File: src/rtl/afc_pkg.sv
// Package of constants and types for the auxiliary function code output bank.
package afc_pkg;

  ////////////////////////////////////////////////////////////////////////////
  // Register indices; the byte address is four times the index.
  localparam int ADDR_W = 12;
  localparam logic [7:0] IDX_SPD_CMD1 = 8'h08;
  localparam logic [7:0] IDX_SPD_FINAL1 = 8'h0A;
  localparam logic [7:0] IDX_KEY_IN = 8'h10;
  localparam logic [7:0] IDX_SPD_MEAS1 = 8'h12;
  localparam logic [7:0] IDX_MCODE1 = 8'h14;
  localparam logic [7:0] IDX_MCODE2 = 8'h16;
  localparam logic [7:0] IDX_MCODE3 = 8'h18;
  localparam logic [7:0] IDX_MCODE4 = 8'h1A;
  localparam logic [7:0] IDX_SCODE1 = 8'h1C;
  localparam logic [7:0] IDX_SCODE2 = 8'h1E;
  localparam logic [7:0] IDX_TCODE1 = 8'h24;
  localparam logic [7:0] IDX_SPD_CMD2 = 8'hD0;
  localparam logic [7:0] IDX_SPD_FINAL2 = 8'hD2;
  localparam logic [7:0] IDX_SPD_MEAS2 = 8'hDA;
  localparam logic [7:0] IDX_CTRL = 8'hE0;
  localparam logic [7:0] IDX_STATUS = 8'hE1;

  ////////////////////////////////////////////////////////////////////////////
  // Control register layout and reset value.
  localparam int CTRL_MLIM_LSB = 0;
  localparam int CTRL_STDSEQ_BIT = 4;
  localparam logic [2:0] CTRL_MLIM_RESET = 3'h4;
  localparam logic CTRL_STDSEQ_RESET = 1'h0;
  localparam logic [2:0] M_PER_BLOCK_MAX = 3'h4;

  // Status register layout.
  localparam int STAT_PEND_LSB = 0;
  localparam int STAT_MCOUNT_LSB = 4;

  ////////////////////////////////////////////////////////////////////////////
  // Data constants.
  localparam logic [31:0] M_SUBCALL = 32'h00000098;
  localparam logic [31:0] M_SUBRET = 32'h00000099;
  localparam logic [31:0] MEAS_SCALE = 32'h000003E8;
  localparam logic [39:0] OVR_UNIT = 40'h0000000064;
  localparam logic [31:0] WORD_RESET = 32'h00000000;
  localparam logic [31:0] ORIENT_SPEED = 32'h00000064;
  localparam logic [31:0] GEAR_SHIFT_SPEED = 32'h00000032;
  localparam logic [31:0] GEAR_MAX_0 = 32'h000003E8;
  localparam logic [31:0] GEAR_MAX_1 = 32'h000007D0;
  localparam logic [31:0] GEAR_MAX_2 = 32'h00000FA0;
  localparam logic [31:0] GEAR_MAX_3 = 32'h00001F40;

  // Bus answers.
  localparam logic [1:0] RESP_OKAY = 2'h0;
  localparam logic [1:0] RESP_SLVERR = 2'h2;

  // Pin synchroniser width.
  localparam int SYNC_W = 15;

  ////////////////////////////////////////////////////////////////////////////
  typedef enum logic [1:0] {AFC_SRC_AUTO, AFC_SRC_MANUAL, AFC_SRC_CYCLE} afc_src_t;

  typedef enum logic [0:0] {AFC_WR_COLLECT, AFC_WR_RESP} afc_wr_state_t;

  // One block of M commands, in program order.
  typedef struct packed {
    logic valid;
    afc_src_t src;
    logic indep;
    logic [2:0] count;
    logic [3:0][31:0] code;
  } afc_mblock_t;

  // One S or T command.
  typedef struct packed {
    logic valid;
    afc_src_t src;
    logic spindle;
    logic [31:0] value;
  } afc_cmd_t;

  // Machine-side conditions for one spindle.
  typedef struct packed {
    logic gear_select_in_1;
    logic gear_select_in_2;
    logic spindle_halt;
    logic spindle_gear_change;
    logic orientation_speed_cmd;
  } afc_spcond_t;

endpackage

File: src/rtl/afc_spindle_final.sv
// Final spindle command computation for one spindle.
module afc_spindle_final
  import afc_pkg::*;
(
  input wire logic i_clk,
  input wire logic i_reset,
  input wire logic [31:0] i_cmd_speed,
  input wire logic [7:0] i_override,
  input wire afc_spcond_t i_cond,
  output logic [31:0] o_final
);

  logic [39:0] scaled;
  logic [31:0] ovr_speed;
  logic [31:0] gear_max;
  logic [31:0] final_d;
  logic [31:0] final_q;

  // Gear limit picked by the two gear select inputs.
  always_comb begin
    case ({i_cond.gear_select_in_2, i_cond.gear_select_in_1})
      2'h0: gear_max = GEAR_MAX_0;
      2'h1: gear_max = GEAR_MAX_1;
      2'h2: gear_max = GEAR_MAX_2;
      default: gear_max = GEAR_MAX_3;
    endcase
  end

  always_comb begin
    scaled = (40'(i_cmd_speed) * 40'(i_override)) / OVR_UNIT;
    ovr_speed = (scaled > 40'(gear_max)) ? gear_max : scaled[31:0];
  end

  // Halt wins over orientation, orientation over gear change.
  always_comb begin
    if (i_cond.spindle_halt) begin
      final_d = WORD_RESET;
    end else if (i_cond.orientation_speed_cmd) begin
      final_d = ORIENT_SPEED;
    end else if (i_cond.spindle_gear_change) begin
      final_d = GEAR_SHIFT_SPEED;
    end else begin
      final_d = ovr_speed;
    end
  end

  always_ff @(posedge i_clk) begin
    if (i_reset) begin
      final_q <= WORD_RESET;
    end else begin
      final_q <= final_d;
    end
  end

  assign o_final = final_q;

endmodule

File: src/rtl/afc_code_bank.sv
// Auxiliary function code output bank with an AXI4-Lite register port.
//
// Function
// - Commit S speed only on finish or gear-done
// - Reset and emergency stop keep S speed
// - Surface speed mode loads the surface speed value
// - S speed word holds plain revolutions per minute
// - Final command applies override, gears, halt, orientation
// - Key word follows operator keys while typing
// - Measured speed always loaded, times one thousand
// - M words are up to eight BCD digits
// - M word one updates on auto, cycle, manual
// - Independent M output updates despite function lock
// - M words held through finish, reset, stop
// - Up to four M per block; standard one
// - Several M words keep program order
// - Subprogram call and return never presented
// - M words two to four need auto source and enough M
// - S code words binary, held through reset
// - S word one and two at fixed pair
// - Last S per spindle in block wins
// - T word BCD, updated on T, held
module afc_code_bank
  import afc_pkg::*;
(
  input wire logic i_clk,
  input wire logic i_reset,
  input wire logic [ADDR_W-1:0] i_awaddr,
  input wire logic i_awvalid,
  output logic o_awready,
  input wire logic [31:0] i_wdata,
  input wire logic [3:0] i_wstrb,
  input wire logic i_wvalid,
  output logic o_wready,
  output logic [1:0] o_bresp,
  output logic o_bvalid,
  input wire logic i_bready,
  input wire logic [ADDR_W-1:0] i_araddr,
  input wire logic i_arvalid,
  output logic o_arready,
  output logic [31:0] o_rdata,
  output logic [1:0] o_rresp,
  output logic o_rvalid,
  input wire logic i_rready,
  input wire afc_cmd_t i_s_cmd,
  input wire logic [1:0] i_css_active,
  input wire logic [1:0][31:0] i_css_value,
  input wire afc_mblock_t i_m_block,
  input wire logic i_aux_lock,
  input wire afc_cmd_t i_t_cmd,
  input wire logic i_key_active,
  input wire logic [15:0] i_key_code,
  input wire logic [1:0][31:0] i_enc_rpm,
  input wire logic [1:0][7:0] i_override,
  input wire logic i_aux_finish_ack_1,
  input wire logic i_aux_finish_ack_2,
  input wire logic i_gear_shift_done_ack,
  input wire afc_spcond_t [1:0] i_sp_cond,
  input wire logic i_nc_reset,
  input wire logic i_estop,
  output logic [1:0] o_s_pending
);

  ////////////////////////////////////////////////////////////////////////////
  // Pin synchronisers.
  logic [SYNC_W-1:0] pins;
  logic [SYNC_W-1:0] sync_a_q;
  logic [SYNC_W-1:0] sync_b_q;
  logic fin_prev_q;
  logic fin_any;
  logic fin_event;
  logic abort;
  afc_spcond_t [1:0] cond_s;

  assign pins = {i_aux_finish_ack_1, i_aux_finish_ack_2, i_gear_shift_done_ack,
                 i_sp_cond[1], i_sp_cond[0], i_nc_reset, i_estop};

  always_ff @(posedge i_clk) begin
    if (i_reset) begin
      sync_a_q <= '0;
      sync_b_q <= '0;
    end else begin
      sync_a_q <= pins;
      sync_b_q <= sync_a_q;
    end
  end

  assign fin_any = sync_b_q[14] | sync_b_q[13] | sync_b_q[12];
  assign cond_s[1] = sync_b_q[11:7];
  assign cond_s[0] = sync_b_q[6:2];
  assign abort = sync_b_q[1] | sync_b_q[0];

  always_ff @(posedge i_clk) begin
    if (i_reset) begin
      fin_prev_q <= 1'b0;
    end else begin
      fin_prev_q <= fin_any;
    end
  end

  assign fin_event = fin_any & ~fin_prev_q;

  ////////////////////////////////////////////////////////////////////////////
  // Control register.
  logic [2:0] mlim_q;
  logic stdseq_q;

  ////////////////////////////////////////////////////////////////////////////
  // Spindle command speed: staged at the S command, committed on finish.
  logic [1:0] pend_q;
  logic [1:0][31:0] pend_val_q;
  logic [1:0][31:0] spd_cmd_q;
  logic [1:0][31:0] scode_q;

  always_ff @(posedge i_clk) begin
    if (i_reset) begin
      pend_q <= '0;
      pend_val_q <= '0;
    end else begin
      for (int sp = 0; sp < 2; sp++) begin
        if (i_s_cmd.valid && i_s_cmd.spindle == sp[0]) begin
          pend_q[sp] <= 1'b1;
          pend_val_q[sp] <= i_s_cmd.value;
        end else if (fin_event || abort) begin
          pend_q[sp] <= 1'b0;
        end
      end
    end
  end

  // Only the hardware reset clears the speed word; the machine reset and the
  // emergency stop drop a staged command but leave the word untouched.
  always_ff @(posedge i_clk) begin
    if (i_reset) begin
      spd_cmd_q <= '0;
    end else begin
      for (int sp = 0; sp < 2; sp++) begin
        if (fin_event && pend_q[sp] && !abort) begin
          if (i_css_active[sp]) begin
            spd_cmd_q[sp] <= i_css_value[sp];
          end else begin
            spd_cmd_q[sp] <= pend_val_q[sp];
          end
        end
      end
    end
  end

  // S code words are binary and take the latest S of each spindle at once.
  always_ff @(posedge i_clk) begin
    if (i_reset) begin
      scode_q <= '0;
    end else if (i_s_cmd.valid) begin
      scode_q[i_s_cmd.spindle] <= i_s_cmd.value;
    end
  end

  ////////////////////////////////////////////////////////////////////////////
  // Final spindle commands.
  logic [1:0][31:0] spd_final;

  for (genvar g = 0; g < 2; g++) begin : g_final
    afc_spindle_final u_final (
      .i_clk(i_clk),
      .i_reset(i_reset),
      .i_cmd_speed(spd_cmd_q[g]),
      .i_override(i_override[g]),
      .i_cond(cond_s[g]),
      .o_final(spd_final[g])
    );
  end

  ////////////////////////////////////////////////////////////////////////////
  // Key-in word and measured speed.
  logic [15:0] key_q;
  logic [1:0][31:0] meas_q;

  always_ff @(posedge i_clk) begin
    if (i_reset) begin
      key_q <= '0;
    end else if (i_key_active) begin
      key_q <= i_key_code;
    end
  end

  always_ff @(posedge i_clk) begin
    if (i_reset) begin
      meas_q <= '0;
    end else begin
      for (int sp = 0; sp < 2; sp++) begin
        meas_q[sp] <= 32'(i_enc_rpm[sp] * MEAS_SCALE);
      end
    end
  end

  ////////////////////////////////////////////////////////////////////////////
  // M code words.
  logic [2:0] m_limit;
  logic [3:0][31:0] m_pack;
  logic [2:0] m_n;
  logic m_allowed;
  logic [3:0][31:0] mcode_q;
  logic [2:0] m_last_q;

  always_comb begin
    if (stdseq_q || mlim_q == 3'h0) begin
      m_limit = 3'h1;
    end else if (mlim_q > M_PER_BLOCK_MAX) begin
      m_limit = M_PER_BLOCK_MAX;
    end else begin
      m_limit = mlim_q;
    end
  end

  // Packs the block's codes in program order, dropping subprogram codes.
  always_comb begin
    m_pack = '0;
    m_n = 3'h0;
    for (int i = 0; i < 4; i++) begin
      if (3'(i) < i_m_block.count && i_m_block.code[i] != M_SUBCALL &&
          i_m_block.code[i] != M_SUBRET && m_n < m_limit) begin
        m_pack[m_n[1:0]] = i_m_block.code[i];
        m_n = m_n + 3'h1;
      end
    end
  end

  assign m_allowed = i_m_block.valid && (!i_aux_lock || i_m_block.indep);

  always_ff @(posedge i_clk) begin
    if (i_reset) begin
      mcode_q <= '0;
      m_last_q <= '0;
    end else if (m_allowed && m_n != 3'h0) begin
      m_last_q <= m_n;
      mcode_q[0] <= m_pack[0];
      for (int j = 1; j < 4; j++) begin
        if (i_m_block.src == AFC_SRC_AUTO && m_n > 3'(j)) begin
          mcode_q[j] <= m_pack[j];
        end
      end
    end
  end

  ////////////////////////////////////////////////////////////////////////////
  // T code word.
  logic [31:0] tcode_q;

  always_ff @(posedge i_clk) begin
    if (i_reset) begin
      tcode_q <= '0;
    end else if (i_t_cmd.valid) begin
      tcode_q <= i_t_cmd.value;
    end
  end

  ////////////////////////////////////////////////////////////////////////////
  // AXI4-Lite write side.
  afc_wr_state_t wr_state_q;
  logic aw_held_q;
  logic w_held_q;
  logic [7:0] aw_idx_q;
  logic [31:0] wdata_q;
  logic [3:0] wstrb_q;
  logic [1:0] bresp_q;
  logic aw_take;
  logic w_take;

  assign aw_take = i_awvalid && o_awready;
  assign w_take = i_wvalid && o_wready;
  assign o_awready = (wr_state_q == AFC_WR_COLLECT) && !aw_held_q;
  assign o_wready = (wr_state_q == AFC_WR_COLLECT) && !w_held_q;

  always_ff @(posedge i_clk) begin
    if (i_reset) begin
      aw_idx_q <= '0;
      wdata_q <= '0;
      wstrb_q <= '0;
    end else begin
      if (aw_take) begin
        aw_idx_q <= i_awaddr[9:2];
      end
      if (w_take) begin
        wdata_q <= i_wdata;
        wstrb_q <= i_wstrb;
      end
    end
  end

  always_ff @(posedge i_clk) begin
    if (i_reset) begin
      wr_state_q <= AFC_WR_COLLECT;
      aw_held_q <= 1'b0;
      w_held_q <= 1'b0;
      bresp_q <= RESP_OKAY;
    end else begin
      case (wr_state_q)
        AFC_WR_COLLECT: begin
          if ((aw_held_q || aw_take) && (w_held_q || w_take)) begin
            wr_state_q <= AFC_WR_RESP;
            aw_held_q <= 1'b0;
            w_held_q <= 1'b0;
            bresp_q <= ((aw_take ? i_awaddr[9:2] : aw_idx_q) == IDX_CTRL) ? RESP_OKAY : RESP_SLVERR;
          end else begin
            aw_held_q <= aw_held_q | aw_take;
            w_held_q <= w_held_q | w_take;
          end
        end
        AFC_WR_RESP: begin
          if (i_bready) begin
            wr_state_q <= AFC_WR_COLLECT;
          end
        end
        default: begin
          wr_state_q <= AFC_WR_COLLECT;
        end
      endcase
    end
  end

  // The control register commits in the cycle the response is raised.
  logic wr_commit;
  logic [31:0] wr_data_eff;
  logic [3:0] wr_strb_eff;
  logic [7:0] wr_idx_eff;

  assign wr_commit = (wr_state_q == AFC_WR_COLLECT) && (aw_held_q || aw_take) && (w_held_q || w_take);
  assign wr_data_eff = w_take ? i_wdata : wdata_q;
  assign wr_strb_eff = w_take ? i_wstrb : wstrb_q;
  assign wr_idx_eff = aw_take ? i_awaddr[9:2] : aw_idx_q;

  always_ff @(posedge i_clk) begin
    if (i_reset) begin
      mlim_q <= CTRL_MLIM_RESET;
      stdseq_q <= CTRL_STDSEQ_RESET;
    end else if (wr_commit && wr_idx_eff == IDX_CTRL && wr_strb_eff[0]) begin
      mlim_q <= wr_data_eff[CTRL_MLIM_LSB +: 3];
      stdseq_q <= wr_data_eff[CTRL_STDSEQ_BIT];
    end
  end

  assign o_bvalid = (wr_state_q == AFC_WR_RESP);
  assign o_bresp = bresp_q;

  ////////////////////////////////////////////////////////////////////////////
  // AXI4-Lite read side.
  logic rvalid_q;
  logic [31:0] rdata_q;
  logic [1:0] rresp_q;
  logic [31:0] rd_word;
  logic rd_hit;

  always_comb begin
    rd_hit = 1'b1;
    case (i_araddr[9:2])
      IDX_SPD_CMD1: rd_word = spd_cmd_q[0];
      IDX_SPD_FINAL1: rd_word = spd_final[0];
      IDX_KEY_IN: rd_word = {16'h0000, key_q};
      IDX_SPD_MEAS1: rd_word = meas_q[0];
      IDX_MCODE1: rd_word = mcode_q[0];
      IDX_MCODE2: rd_word = mcode_q[1];
      IDX_MCODE3: rd_word = mcode_q[2];
      IDX_MCODE4: rd_word = mcode_q[3];
      IDX_SCODE1: rd_word = scode_q[0];
      IDX_SCODE2: rd_word = scode_q[1];
      IDX_TCODE1: rd_word = tcode_q;
      IDX_SPD_CMD2: rd_word = spd_cmd_q[1];
      IDX_SPD_FINAL2: rd_word = spd_final[1];
      IDX_SPD_MEAS2: rd_word = meas_q[1];
      IDX_CTRL: rd_word = 32'({stdseq_q, 1'b0, mlim_q});
      IDX_STATUS: rd_word = 32'({m_last_q, 2'b00, pend_q});
      default: begin
        rd_word = 32'h00000000;
        rd_hit = 1'b0;
      end
    endcase
    if (i_araddr[ADDR_W-1:10] != '0) begin
      rd_word = 32'h00000000;
      rd_hit = 1'b0;
    end
  end

  always_ff @(posedge i_clk) begin
    if (i_reset) begin
      rvalid_q <= 1'b0;
      rdata_q <= '0;
      rresp_q <= RESP_OKAY;
    end else if (i_arvalid && !rvalid_q) begin
      rvalid_q <= 1'b1;
      rdata_q <= rd_word;
      rresp_q <= rd_hit ? RESP_OKAY : RESP_SLVERR;
    end else if (rvalid_q && i_rready) begin
      rvalid_q <= 1'b0;
    end
  end

  assign o_arready = !rvalid_q;
  assign o_rvalid = rvalid_q;
  assign o_rdata = rdata_q;
  assign o_rresp = rresp_q;
  assign o_s_pending = pend_q;

endmodule

File: config.mk
export PLATFORM = sky130hd
export DESIGN_NAME = afc_code_bank
export DESIGN_NICKNAME = d
export VERILOG_FILES = /design/src/rtl/afc_pkg.sv /design/src/rtl/afc_spindle_final.sv /design/src/rtl/afc_code_bank.sv
export SDC_FILE = /design/constraint.sdc
export NUM_CORES = 2
export LEC_CHECK = 0
export BUFFER_PORTS_ARGS = -buffer_cell sky130_fd_sc_hd__buf_2
export CELL_PAD_IN_SITES_DETAIL_PLACEMENT = 1
export CELL_PAD_IN_SITES_GLOBAL_PLACEMENT = 2
export CORE_MARGIN = 2
export CORE_UTILIZATION = 30
export CTS_CLUSTER_SIZE = 12
export DETAILED_ROUTE_END_ITERATION = 7
export GPL_TIMING_DRIVEN = 0
export PLACE_DENSITY_LB_ADDON = 0.1
export RECOVER_POWER = 50
export SETUP_SLACK_MARGIN = 0.15
export SLEW_MARGIN = 20
export SYNTH_ARGS = -nofsm -noshare
export SYNTH_HDL_FRONTEND = slang
export SYNTH_SLANG_ARGS = --single-unit
File: constraint.sdc
create_clock -name i_clk -period 64.6 [get_ports i_clk]
set_input_delay 12.92 -clock i_clk [delete_from_list [all_inputs] [get_ports i_clk]]
set_output_delay 12.92 -clock i_clk [all_outputs]
set_load 0.02 [all_outputs]
==> results.yml <==
sta:
  finClkSkew_ps: 50.9
  finalHoldViolations: 0
  period_minus_slack_ps: 43040
  fmax_mhz: 23.2
  relSlewSlack: -0.0557
  tightestPinTransition_ps: 1580
  slew_violations: 11
  setup_violations: 0
  setup_tns_ps: 0
  worst_slack_ps: 21560
  min_period_over_period: 0.666
  rsz0062_at_grt: "no"
global_routing:
  grt_use_met3: 0.0181
  grt_max_degree: 16
  grt_pass1_wl_mm: 450
  met1_usage: 0.354
  grt_util_met2: 0.459
  grt_pass1_vias: 66600
  track_usage: 0.271
  antenna_found_initial: 38
  grt-ovfl-total: 0
  busiest_layer: "met2"
critical_path:
  crit_type: "input pin to flop"
  required_ps: 65120
  critPathArrivalTime_ps: 43560
  cpPeakStageDelay_ps: 870
  cpMaxStageDelayCell: "a222oi_1"
  critPathMaxFanout: 10
  rrSetupSlack_ps: 33360
  r2r_start: "spd_cmd_q[36]"
  endpoint_kind: "flop"
  critPathLaunch: "i_override[15]"
  r2r_cells: 98
  r2r_end: "g_final[1].u_final.o_final[10]"
  cp-start-kind: "input pin"
logic_synthesis:
  synth_edf_count: 0
  synth-seq-area-share: 0.160
  syn_area_per_cell_um2: 8.10
  synth.distinct_cells: 181
  ys_ff_latch: 517
  netlist_area_um2: 64700
  synthArstFlopShare: 0
  synth-main-ff-cell: "dfxtp_1"
  yosysWarningCount: 0
  syn_inst: 7981
die:
  die_h_um: 468
  num_rows: 170
  die-area_um2: 219000
  coreArea_um2: 214000
  start_util: 0.302
  die_w_um: 468
  ioPinCount: 496
clock_tree:
  cts_root_buf: "clkbuf_16"
  cts_max_path_buffers: 3
  ctsResizeCount: 0
  clkSinkCount: 517
  hold_buffers: 0
  cts_setup_buffers: 0
  cts_tree: "yes"
  cts_buffers: 53
  htree_levels: 2
  path_clk_slew_ps: 60
  clk_latency_ps: 690
drt:
  viasPerCell: 5.61
  drt_iter0_drc: 3989
  routed_wl_mm: 304
  via_count: 64100
  antenna_left: 0
  drc_errors: 3
  drt_first_pass_iters: 8
  wl_per_cell_um: 26.6
worst_hold_path:
  min_to: "sync_b_q[5]"
  worstHoldPathCells: 1
  min-delay-start: "sync_a_q[5]"
  min_path_type: "flop to flop"
outcome:
  violations: "DRC, capacitance limit, slew limit"
  status: "complete, but fails checks"
placement:
  detailedPlace.worstSlack_ps: 21260
  gp_congestion: 0.932
  dp_hpwl_mm: 256
  portBuffers: 440
layout:
  mostFrequentLayoutCell: "nand2_1"
  filler_cell_count: 26000
  final_cell_mix: "nand2_1 (743), nor2_1 (734), a21oi_1 (576)"
  final_nets: 9795
  utilization: 0.338
  area_delta_synth_final_pct: 12.0
  drive_gt1_frac: 0.115
job:
  max_cap_viol_count: 1
-- worst max-delay path: cells and delay by family --
family / cells / cell delay, ps
buf+inv: 12 / 2270
compound gates: 48 / 17130
simple gates: 28 / 6280
fa+ha+maj: 5 / 2560
xor+xnor: 3 / 1070
mux: 3 / 1260
-- state kept, by name (all words and copies together) (netlist names), 2 cells and up --
| signal | flops |
|---|---|
| tcode_q | 32 |
| sync_b_q | 15 |
| spd_cmd_q | 64 |
| pend_val_q | 64 |
| o_rdata | 32 |
| wdata_q | 4 |
| m_last_q | 3 |
| o_s_pending | 2 |
| mlim_q | 3 |
| g_final.u_final.o_final | 64 |
| key_q | 16 |
| mcode_q | 128 |
| aw_idx_q | 8 |
| meas_q | 58 |
| sync_a_q | 15 |
-- layer usage --
layer,share of wire,vias to the layer above,wire (um)
met5,0.00040,-,123
met4,0.049,20,15000
met3,0.034,373,10300
met2,0.47,1449,144000
met1,0.44,32600,134000
li1,-,29700,-
-- final cells by class --
class	count	area (um2)	share of cell area
diodes	18	45.0	0.000622
plain buffers	493	2370	0.0328
clock buffers	74	1500	0.0206
clock inverters	9	106	0.00147
inverters	507	1900	0.0263
multi-input cells	6503	50200	0.694
flip-flops and latches	517	10300	0.143
well taps	2838	3550	0.0490
repair buffers	467	2340	0.0324
-- how the worst max path moves through the flow --
stage	depth (start not counted)	slack (ps)	end
4_1_cts	98	21790	g_final[1].u_final.o_final[10]
5_1_grt	99	19150	g_final[1].u_final.o_final[10]
2_1_floorplan	102	27680	g_final[0].u_final.o_final[4]
3_5_place_dp	99	21260	g_final[1].u_final.o_final[10]
6_report	99	21560	g_final[1].u_final.o_final[10]
3_3_place_gp	100	21230	g_final[1].u_final.o_final[10]
-- synthesized netlist by cell type (83+ instances only) --
cell type  number  area share
a211oi_1      151       0.018
a21o_1         83      0.0096
a21oi_1       576       0.045
a22oi_1       130       0.015
a31oi_1       100      0.0097
and2_1        448       0.043
clkbuf_1      344       0.020
dfxtp_1       517        0.16
fa_1          542        0.17
ha_1          258       0.050
inv_1         497       0.029
mux2i_1       210       0.033
nand2_1       744       0.043
nand3_1       233       0.018
nor2_1        737       0.043
nor3_1        148       0.011
o21ai_0       208       0.016
xnor2_1       209       0.028
-- cells by family (layout without fill, tap and decap cells) --
| group | after synthesis | after routing | share of synthesized area |
|---|---|---|---|
| compound gates | 2279 | 2279 | 0.256 |
| xor+xnor | 286 | 286 | 0.0409 |
| fa+ha+maj | 816 | 816 | 0.220 |
| buf+inv | 1000 | 1550 | 0.0666 |
| flops | 517 | 517 | 0.160 |
| mux | 250 | 250 | 0.0403 |
| other cells | 1 | 58 | 0.0000580 |
| simple gates | 2832 | 2832 | 0.216 |
-- stage by stage --
step / instance area [um2] / instances / hold slack [ps]
finish: 72400 / 11400 / 439
global route: 72400 / 11400 / 467
CTS: 72400 / 11400 / 445
detailed placement: 70800 / 11300 / 428
global placement: 70600 / 11300 / 422
floorplan: 64800 / 8020 / 399
Power is left out: the tool's default activity adds up to more than one toggle a clock period on the data nets, which glitch-free logic cannot reach.
